### src/inc/sbd_pkg.sv
// Purpose: shared constants and types of the single-bit modulator block
// Assumes: input samples are signed codes of LSB_UV microvolts each
// Notes:   the clipping code is derived from the clipping voltage and the code weight
package sbd_pkg;

    // ------------------------------------------------------------------
    // clock
    // ------------------------------------------------------------------
    localparam int CLK_PERIOD_PS = 25000;

    // ------------------------------------------------------------------
    // input scaling
    // ------------------------------------------------------------------
    localparam int SAMPLE_W  = 16;
    localparam int VCLIP_MV  = 320;
    localparam int LSB_UV    = 10;
    localparam int UV_PER_MV = 1000;
    localparam int CLIP_CODE = (VCLIP_MV * UV_PER_MV) / LSB_UV;

    // ------------------------------------------------------------------
    // loop filter and clipping pattern
    // ------------------------------------------------------------------
    localparam int INTEG_W     = 28;
    localparam int CLIP_PERIOD = 128;
    localparam int CLIP_CNT_W  = $clog2(CLIP_PERIOD);
    localparam int HOLD_CYCLES = 16;
    localparam int FIFO_DEPTH  = 16;

    localparam logic [CLIP_CNT_W-1:0] CLIP_CNT_LAST = CLIP_CNT_W'(CLIP_PERIOD - 1);
    localparam logic [CLIP_CNT_W-1:0] CLIP_CNT_ZERO = '0;
    localparam logic                  BIT_RESET     = 1'h0;

    // ------------------------------------------------------------------
    // output modes
    // ------------------------------------------------------------------
    typedef enum logic [4:0] {
        SBD_LINEAR  = 5'h01,
        SBD_CLIP_LO = 5'h02,
        SBD_CLIP_HI = 5'h04,
        SBD_FAIL_LO = 5'h08,
        SBD_FAIL_HI = 5'h10
    } sbd_mode_e;

endpackage : sbd_pkg

### src/inc/sbd_fifo_if.sv
// Purpose: valid/ready carrier between the sample fifo and the modulator
// Assumes: one clock domain
// Notes:   push side and pop side each have their own handshake
`timescale 1ns/1ps
interface sbd_fifo_if #(
    parameter int WIDTH = 16
);
    logic             in_valid;
    logic             in_ready;
    logic [WIDTH-1:0] in_data;
    logic             out_valid;
    logic             out_ready;
    logic [WIDTH-1:0] out_data;

    modport fifo (
        input  in_valid,
        output in_ready,
        input  in_data,
        output out_valid,
        input  out_ready,
        output out_data
    );

    modport user (
        output in_valid,
        input  in_ready,
        output in_data,
        input  out_valid,
        output out_ready,
        input  out_data
    );
endinterface : sbd_fifo_if

### src/logic/sbd_modulator.sv
// Purpose: digital model of a single-bit second-order modulator output stage
// Assumes: core_clk is the modulator clock; samples arrive through a fifo
// Notes:   fault inputs override clipping, clipping overrides the loop
`timescale 1ns/1ps

// How it works
// - stream is linear only within clipping magnitude
// - low clip: zeros, one 1 per 128
// - high clip: ones, one 0 per 128
// - supply loss holds output constantly low
// - common-mode overvoltage holds output constantly high
// - supply loss wins over common-mode overvoltage
// - second-order noise shaping on one-bit quantizer
// - output updates on each rising clock edge
// - ones density proportional, half at zero
module sbd_modulator #(
    parameter int SAMPLE_W    = sbd_pkg::SAMPLE_W,
    parameter int FIFO_DEPTH  = sbd_pkg::FIFO_DEPTH,
    parameter int HOLD_CYCLES = sbd_pkg::HOLD_CYCLES
) (
    input  wire logic                core_clk,
    input  wire logic                sys_rst,
    input  wire logic [SAMPLE_W-1:0] sample_data,
    input  wire logic                sample_valid,
    output logic                     sample_ready,
    input  wire logic                high_side_supply_ok,
    input  wire logic                cm_overvoltage,
    output logic                     bit_stream_out,
    output logic                     clip_active,
    output logic                     fail_active
);
    localparam int HOLD_W = $clog2(HOLD_CYCLES + 1);
    localparam logic [HOLD_W-1:0] HOLD_LAST = HOLD_W'(HOLD_CYCLES - 1);
    localparam int IW = sbd_pkg::INTEG_W;
    localparam logic signed [IW-1:0] FB_POS = IW'(sbd_pkg::CLIP_CODE);
    localparam logic signed [IW-1:0] FB_NEG = -FB_POS;

    // ------------------------------------------------------------------
    // sample buffer
    // ------------------------------------------------------------------
    sbd_fifo_if #(.WIDTH(SAMPLE_W)) smp_if ();

    sbd_fifo #(
        .WIDTH (SAMPLE_W),
        .DEPTH (FIFO_DEPTH)
    ) u_fifo (
        .core_clk (core_clk),
        .sys_rst  (sys_rst),
        .port_if  (smp_if)
    );

    assign smp_if.in_valid = sample_valid;
    assign smp_if.in_data  = sample_data;
    assign sample_ready    = smp_if.in_ready;

    // ------------------------------------------------------------------
    // sample pacing: one new input every HOLD_CYCLES clocks
    // ------------------------------------------------------------------
    logic [HOLD_W-1:0]          hold_cnt_ff, nxt_hold_cnt;
    logic signed [SAMPLE_W-1:0] x_ff,        nxt_x;
    logic                       hold_tick;

    assign hold_tick        = (hold_cnt_ff == HOLD_LAST);
    assign smp_if.out_ready = hold_tick;

    always_comb begin
        nxt_hold_cnt = hold_tick ? '0 : hold_cnt_ff + 1'b1;
        nxt_x        = x_ff;
        if (hold_tick && smp_if.out_valid) begin
            nxt_x = smp_if.out_data;
        end
    end

    always_ff @(posedge core_clk or posedge sys_rst) begin
        if (sys_rst) begin
            hold_cnt_ff <= '0;
            x_ff        <= '0;
        end else begin
            hold_cnt_ff <= nxt_hold_cnt;
            x_ff        <= nxt_x;
        end
    end

    // ------------------------------------------------------------------
    // mode selection
    // ------------------------------------------------------------------
    sbd_pkg::sbd_mode_e mode_ff, nxt_mode;
    logic signed [IW-1:0] x_ext;
    logic                 x_lo;
    logic                 x_hi;

    assign x_ext = IW'(x_ff);
    assign x_lo  = (x_ext <= FB_NEG);
    assign x_hi  = (x_ext >= FB_POS);

    always_comb begin
        if (!high_side_supply_ok) begin
            nxt_mode = sbd_pkg::SBD_FAIL_LO;
        end else if (cm_overvoltage) begin
            nxt_mode = sbd_pkg::SBD_FAIL_HI;
        end else if (x_lo) begin
            nxt_mode = sbd_pkg::SBD_CLIP_LO;
        end else if (x_hi) begin
            nxt_mode = sbd_pkg::SBD_CLIP_HI;
        end else begin
            nxt_mode = sbd_pkg::SBD_LINEAR;
        end
    end

    // ------------------------------------------------------------------
    // second-order loop and output bit
    // ------------------------------------------------------------------
    logic signed [IW-1:0]           integ1_ff, nxt_integ1;
    logic signed [IW-1:0]           integ2_ff, nxt_integ2;
    logic [sbd_pkg::CLIP_CNT_W-1:0] clip_cnt_ff, nxt_clip_cnt;
    logic [sbd_pkg::CLIP_CNT_W-1:0] clip_cnt_cur;
    logic                           bit_ff, nxt_bit;
    logic signed [IW-1:0]           fb;

    assign fb = bit_ff ? FB_POS : FB_NEG;

    always_comb begin
        nxt_integ1   = integ1_ff;
        nxt_integ2   = integ2_ff;
        nxt_bit      = bit_ff;
        // entry bit is position zero, so the first run is not one bit long
        clip_cnt_cur = (nxt_mode != mode_ff) ? sbd_pkg::CLIP_CNT_ZERO : clip_cnt_ff;
        nxt_clip_cnt = (clip_cnt_cur == sbd_pkg::CLIP_CNT_LAST) ? sbd_pkg::CLIP_CNT_ZERO
                                                                : clip_cnt_cur + 1'b1;
        unique case (nxt_mode)
            sbd_pkg::SBD_LINEAR: begin
                // two integrators with one-bit feedback
                nxt_integ1 = integ1_ff + x_ext - fb;
                nxt_integ2 = integ2_ff + nxt_integ1 - fb;
                nxt_bit    = (nxt_integ2 >= 0);
            end
            sbd_pkg::SBD_CLIP_LO: begin
                nxt_bit = (clip_cnt_cur == sbd_pkg::CLIP_CNT_LAST);
            end
            sbd_pkg::SBD_CLIP_HI: begin
                nxt_bit = (clip_cnt_cur != sbd_pkg::CLIP_CNT_LAST);
            end
            sbd_pkg::SBD_FAIL_LO: begin
                nxt_bit    = 1'b0;
                nxt_integ1 = '0;
                nxt_integ2 = '0;
            end
            sbd_pkg::SBD_FAIL_HI: begin
                nxt_bit    = 1'b1;
                nxt_integ1 = '0;
                nxt_integ2 = '0;
            end
        endcase
    end

    // output registered on the rising clock edge
    always_ff @(posedge core_clk or posedge sys_rst) begin
        if (sys_rst) begin
            mode_ff     <= sbd_pkg::SBD_LINEAR;
            integ1_ff   <= '0;
            integ2_ff   <= '0;
            clip_cnt_ff <= '0;
            bit_ff      <= sbd_pkg::BIT_RESET;
        end else begin
            mode_ff     <= nxt_mode;
            integ1_ff   <= nxt_integ1;
            integ2_ff   <= nxt_integ2;
            clip_cnt_ff <= nxt_clip_cnt;
            bit_ff      <= nxt_bit;
        end
    end

    assign bit_stream_out = bit_ff;
    assign clip_active    = (mode_ff == sbd_pkg::SBD_CLIP_LO) || (mode_ff == sbd_pkg::SBD_CLIP_HI);
    assign fail_active    = (mode_ff == sbd_pkg::SBD_FAIL_LO) || (mode_ff == sbd_pkg::SBD_FAIL_HI);

endmodule : sbd_modulator

### src/logic/sbd_fifo.sv
// Purpose: sample buffer with registered head word
// Assumes: one clock, asynchronous active-high reset
// Notes:   DEPTH words in the array plus one in the output register
`timescale 1ns/1ps
module sbd_fifo #(
    parameter int WIDTH = 16,
    parameter int DEPTH = 16
) (
    input  wire logic core_clk,
    input  wire logic sys_rst,
    sbd_fifo_if.fifo  port_if
);
    localparam int PTR_W = $clog2(DEPTH);
    localparam int CNT_W = $clog2(DEPTH + 1);
    localparam logic [CNT_W-1:0] CNT_FULL = CNT_W'(DEPTH);
    localparam logic [PTR_W-1:0] PTR_LAST = PTR_W'(DEPTH - 1);

    logic [WIDTH-1:0] mem_ff [DEPTH];
    logic [PTR_W-1:0] wr_ptr_ff,  nxt_wr_ptr;
    logic [PTR_W-1:0] rd_ptr_ff,  nxt_rd_ptr;
    logic [CNT_W-1:0] cnt_ff,     nxt_cnt;
    logic             head_vld_ff, nxt_head_vld;
    logic [WIDTH-1:0] head_ff,    nxt_head;
    logic             push;
    logic             load;

    // ------------------------------------------------------------------
    // handshake and pointers
    // ------------------------------------------------------------------
    assign port_if.in_ready  = (cnt_ff != CNT_FULL);
    assign port_if.out_valid = head_vld_ff;
    assign port_if.out_data  = head_ff;

    always_comb begin
        push = port_if.in_valid && port_if.in_ready;
        load = (cnt_ff != '0) && (!head_vld_ff || port_if.out_ready);
        nxt_wr_ptr   = wr_ptr_ff;
        nxt_rd_ptr   = rd_ptr_ff;
        nxt_cnt      = cnt_ff;
        nxt_head     = head_ff;
        nxt_head_vld = head_vld_ff;
        if (push) begin
            nxt_wr_ptr = (wr_ptr_ff == PTR_LAST) ? '0 : wr_ptr_ff + 1'b1;
        end
        if (load) begin
            nxt_rd_ptr   = (rd_ptr_ff == PTR_LAST) ? '0 : rd_ptr_ff + 1'b1;
            nxt_head     = mem_ff[rd_ptr_ff];
            nxt_head_vld = 1'b1;
        end else if (port_if.out_ready) begin
            nxt_head_vld = 1'b0;
        end
        nxt_cnt = cnt_ff + CNT_W'(push) - CNT_W'(load);
    end

    always_ff @(posedge core_clk or posedge sys_rst) begin
        if (sys_rst) begin
            wr_ptr_ff   <= '0;
            rd_ptr_ff   <= '0;
            cnt_ff      <= '0;
            head_ff     <= '0;
            head_vld_ff <= 1'b0;
        end else begin
            wr_ptr_ff   <= nxt_wr_ptr;
            rd_ptr_ff   <= nxt_rd_ptr;
            cnt_ff      <= nxt_cnt;
            head_ff     <= nxt_head;
            head_vld_ff <= nxt_head_vld;
        end
    end

    // ------------------------------------------------------------------
    // storage
    // ------------------------------------------------------------------
    always_ff @(posedge core_clk) begin
        if (push) begin
            mem_ff[wr_ptr_ff] <= port_if.in_data;
        end
    end

endmodule : sbd_fifo

### config.mk
export PLATFORM = sky130hd
export DESIGN_NAME = sbd_modulator
export DESIGN_NICKNAME = d
export VERILOG_FILES = /design/src/inc/sbd_pkg.sv /design/src/inc/sbd_fifo_if.sv /design/src/logic/sbd_modulator.sv /design/src/logic/sbd_fifo.sv
export SDC_FILE = /design/constraint.sdc
export NUM_CORES = 1
export LEC_CHECK = 0
export ABC_AREA = 1
export BUFFER_PORTS_ARGS = -buffer_cell sky130_fd_sc_hd__buf_4
export CORE_ASPECT_RATIO = 1.5
export CORE_MARGIN = 5
export CORE_UTILIZATION = 35
export DETAILED_ROUTE_END_ITERATION = 8
export HOLD_SLACK_MARGIN = 0.1
export RECOVER_POWER = 50
export SYNTH_ARGS = -nofsm -noshare
export SYNTH_HDL_FRONTEND = slang
export SYNTH_SLANG_ARGS = --single-unit
### constraint.sdc
create_clock -name core_clk -period 15.5 [get_ports core_clk]
set_input_delay 2.325 -clock core_clk [delete_from_list [all_inputs] [get_ports core_clk]]
set_output_delay 2.325 -clock core_clk [all_outputs]
set_load 0.02 [all_outputs]
==> summary.md <==
| Metric | Value |
|---|---|
| Clk slew on worst S/H paths | ~0.060 ns |
| GPL Wtd Cong | a little under 0.9 |
| CTS Root Cell | clkbuf_16 |
| PortBufs | 24 |
| Crit path buffers/inverters | 4 |
| Worst Path Max Fanout | 33 |
| Share of Yosys cell area claimed by the top area cell type | 40.46% |
| Largest net degree at the start of global routing | 96 |
| Fill cells | approximately 5,200 |
| Max Root-Sink Buffers | 3 |
| Full die area | 59,140 µm² |
| Setup bufs post-CTS | 0 |
| Die Span Y | 295.4 µm |
| I/O pin cnt | 25 |
| Final Max Slew Viols | approximately 110 |
| CP Depth | 22 |
| Most used cell, CP | nand2_1 |
| Unrepaired setup endpoints after global routing | no |
| Core Box Area | 53,740 µm² |
| Data required time of the critical path | 15.97 ns |
| Drt wl/cell | 19.33 µm |
| Commonest non-fill, non-tap cell in the layout | edfxtp_1 |
| Vias/cell | approximately 5.2 |
| Hold_buf cts | 0 |
| Setup violations, final | 0 |
| Max cap viols | 3 |
| Post-DRT Antenna Nets | 0 |
| Mapped Cells | 1,844 |
| Area of the multi-input gates | between 7000 and 8000 µm² |
| Asr flop ratio synth | 31.91% |
| GRT Total Usage | 16.70% |
| CP Capture Type | flop |
| Number of library cell types mapped by synthesis | 50 |
| Area delta synth->final | 12.20% |
| Worst hold slack | 0.4596 ns |
| CTS Sinks | 376 |
| Share of cells above drive strength 1 | 7.571% |
| Top cells by area, synth | edfxtp_1 40%, dfrtp_1 16%, ha_1 5.5% |
| R2R cell count | 22 |
| Reg area | roughly 11,000 µm² |
| Pre-antenna DRT Iters | 5 |
| Cell at the slowest stage of the critical path | buf_4 |
| Clk_lat worst skew | about 0.56 ns |
| Area leader, netlist | edfxtp_1 |
| Final hold violations | 0 |
| Most frequent cells in the layout | 256 x edfxtp_1, 237 x nand2_1, 220 x nor2_1 |
| Setup crit start kind | flop |
| Violated checks | capacitance limit, slew limit |
| Period utilisation layout | roughly 38% |
| Die X | between 200 and 250 µm |
| Critical path arrival | ~6.4 ns |
| Vias in the first global route | roughly 14,000 |
| Fin nets | between 2,000 and 2,500 |
| Remaining DRCs | 0 |
| Standard-cell rows | 104 |
| Drt total wl | about 50,000 µm |
| Initial Utilization | a little over a third |
| Seq/Total Area, Yosys | a little under three fifths |
| FMAX | approximately 0.17 GHz |
| Via count | about 14,000 |
| Hold Crit Depth | 1 |
| Final HPWL DP | approximately 32,000 µm |
| Fin Setup TNS | 0 ns |
| H-tree levels | 2 |
| Post-Syn Nets | between 1,500 and 2,000 |
| Relative slew slack | -65.87% |
| Post-CTS Resized | 0 |
| Syn Area/Cell | 10.30 µm² |
| TritonCTS clock tree | done |
| Synth Cell Area | roughly 19,000 µm² |
| Worst hold path class | flop to flop |
| Crit path kind | flop to flop |
| Initial antenna violation count | 1 |
| Syn. warnings | 0 |
| Total gr overflow | 0 |
| Post-synth EDFFs | 256 |
| Status | complete, but fails checks |
| Top FF cell, synth | edfxtp_1 |
| Worst path max stage delay | around 0.55 ns |
| Tightest Pin Transition | 2.474 ns |
| Global-route wire length before repair | about 78,000 µm |
| Register-to-Register Setup Slack | ~9.6 ns |
| Diode count | 0 |
| Finished Core Util | 39.67% |
| Synth Register Bits | about 380 |
| Delay-heaviest family, CP | simple AND/OR/NAND/NOR gates |
| Period minus WS final | 5.877 ns |
| Num CTS Buffers | 40 |
| CP cell instances | buf_4, inv_1, fa_1, inv_1, ha_1, nand2_1, nor4_1, nand4_1, nand3_1, xor2_1, fa_1, ha_1, nand2_1, inv_1, a21oi_1, o21ai_0, nand2_1, nand3_1, nand3b_1, nand2_1, nand2_1, nand4_1 |
| DRT iter0 DRCs | between 600 and 700 |
| Final Skew | approximately 0.02 ns |
[state kept, by name, summed over array words and instances (netlist names), 5 cells and up]
| signal | count |
|---|---|
| u_fifo.mem_ff | 256 |
| mode_ff | 5 |
| x_ff | 16 |
| u_fifo.port_if.out_data | 16 |
| integ2_ff | 28 |
| u_fifo.cnt_ff | 5 |
| integ1_ff | 28 |
| clip_cnt_ff | 7 |
| hold_cnt_ff | 5 |
[stage by stage]
stage | area, µm² | cells | worst slack (ns)
after floorplan | 19000 | 1844 | 9.416
after global placement | 20040 | 2517 | 9.452
after detailed placement | 20040 | 2517 | 9.419
after CTS | 21430 | 2591 | 9.401
after global routing | 21320 | 2591 | 9.036
final | 21320 | 2591 | 9.623
[cells by family (layout without fill, tap and decap cells)]
| group | after synthesis | count (layout) | share of synthesized area, % |
|---|---|---|---|
| simple gates | 563 | 563 | 12.35 |
| compound gates | 462 | 462 | 14.33 |
| flops | 376 | 376 | 56.27 |
| buf+inv | 279 | 337 | 5.611 |
| fa+ha+maj | 121 | 121 | 9.430 |
| xor+xnor | 41 | 41 | 1.890 |
| mux | 2 | 2 | 0.1185 |
[per-layer routing]
metal | share of wire, % | vias to the layer above | global-route usage, % | wire [µm]
met5 | 0.026 | - | 0 | 13
met4 | 4.8 | 2 | 7.594 | 2380
met3 | 3.8 | 120 | 2.162 | 1908
met2 | 54 | 309 | 32.73 | 27170
met1 | 37 | 6657 | 17.79 | 18600
li1 | - | 6485 | - | -
[cell usage after synthesis, drive strengths merged (4+ instances only)]
cell type,number
buf,20
edfxtp,256
a21oi,79
nand2,239
ha,84
nor4,5
o21ai,216
a21o,6
nor3,14
xnor2,11
a22o,8
nand4,15
o211ai,35
clkbuf,49
o22ai,49
o21bai,4
nor2,239
fa,37
o221ai,32
inv,208
dfrtp,119
a31oi,25
xor2,30
nand3,46
[final cells by class]
class,count,share of cell area (%)
inverter,210,3.709
timing repair buffer,53,1.479
multi-input combinational,1189,34.07
sequential,376,50.18
clock inverter,24,1.555
clock buffer,50,4.965
tap,689,4.044
[worst paths after layout]
path                           startpoint                          to
hold / removal             hold_cnt_ff[0]              hold_cnt_ff[0]
setup / recovery           bit_stream_out              bit_stream_out
hold reg to reg            hold_cnt_ff[0]              hold_cnt_ff[0]
min in group asynchronous         sys_rst  u_fifo.port_if.out_data[0]
max in group asynchronous         sys_rst         u_fifo.rd_ptr_ff[0]
setup reg to reg           bit_stream_out              bit_stream_out
Power is left out: the tool's default activity adds up to more than one toggle a clock period on the data nets, which glitch-free logic cannot reach.
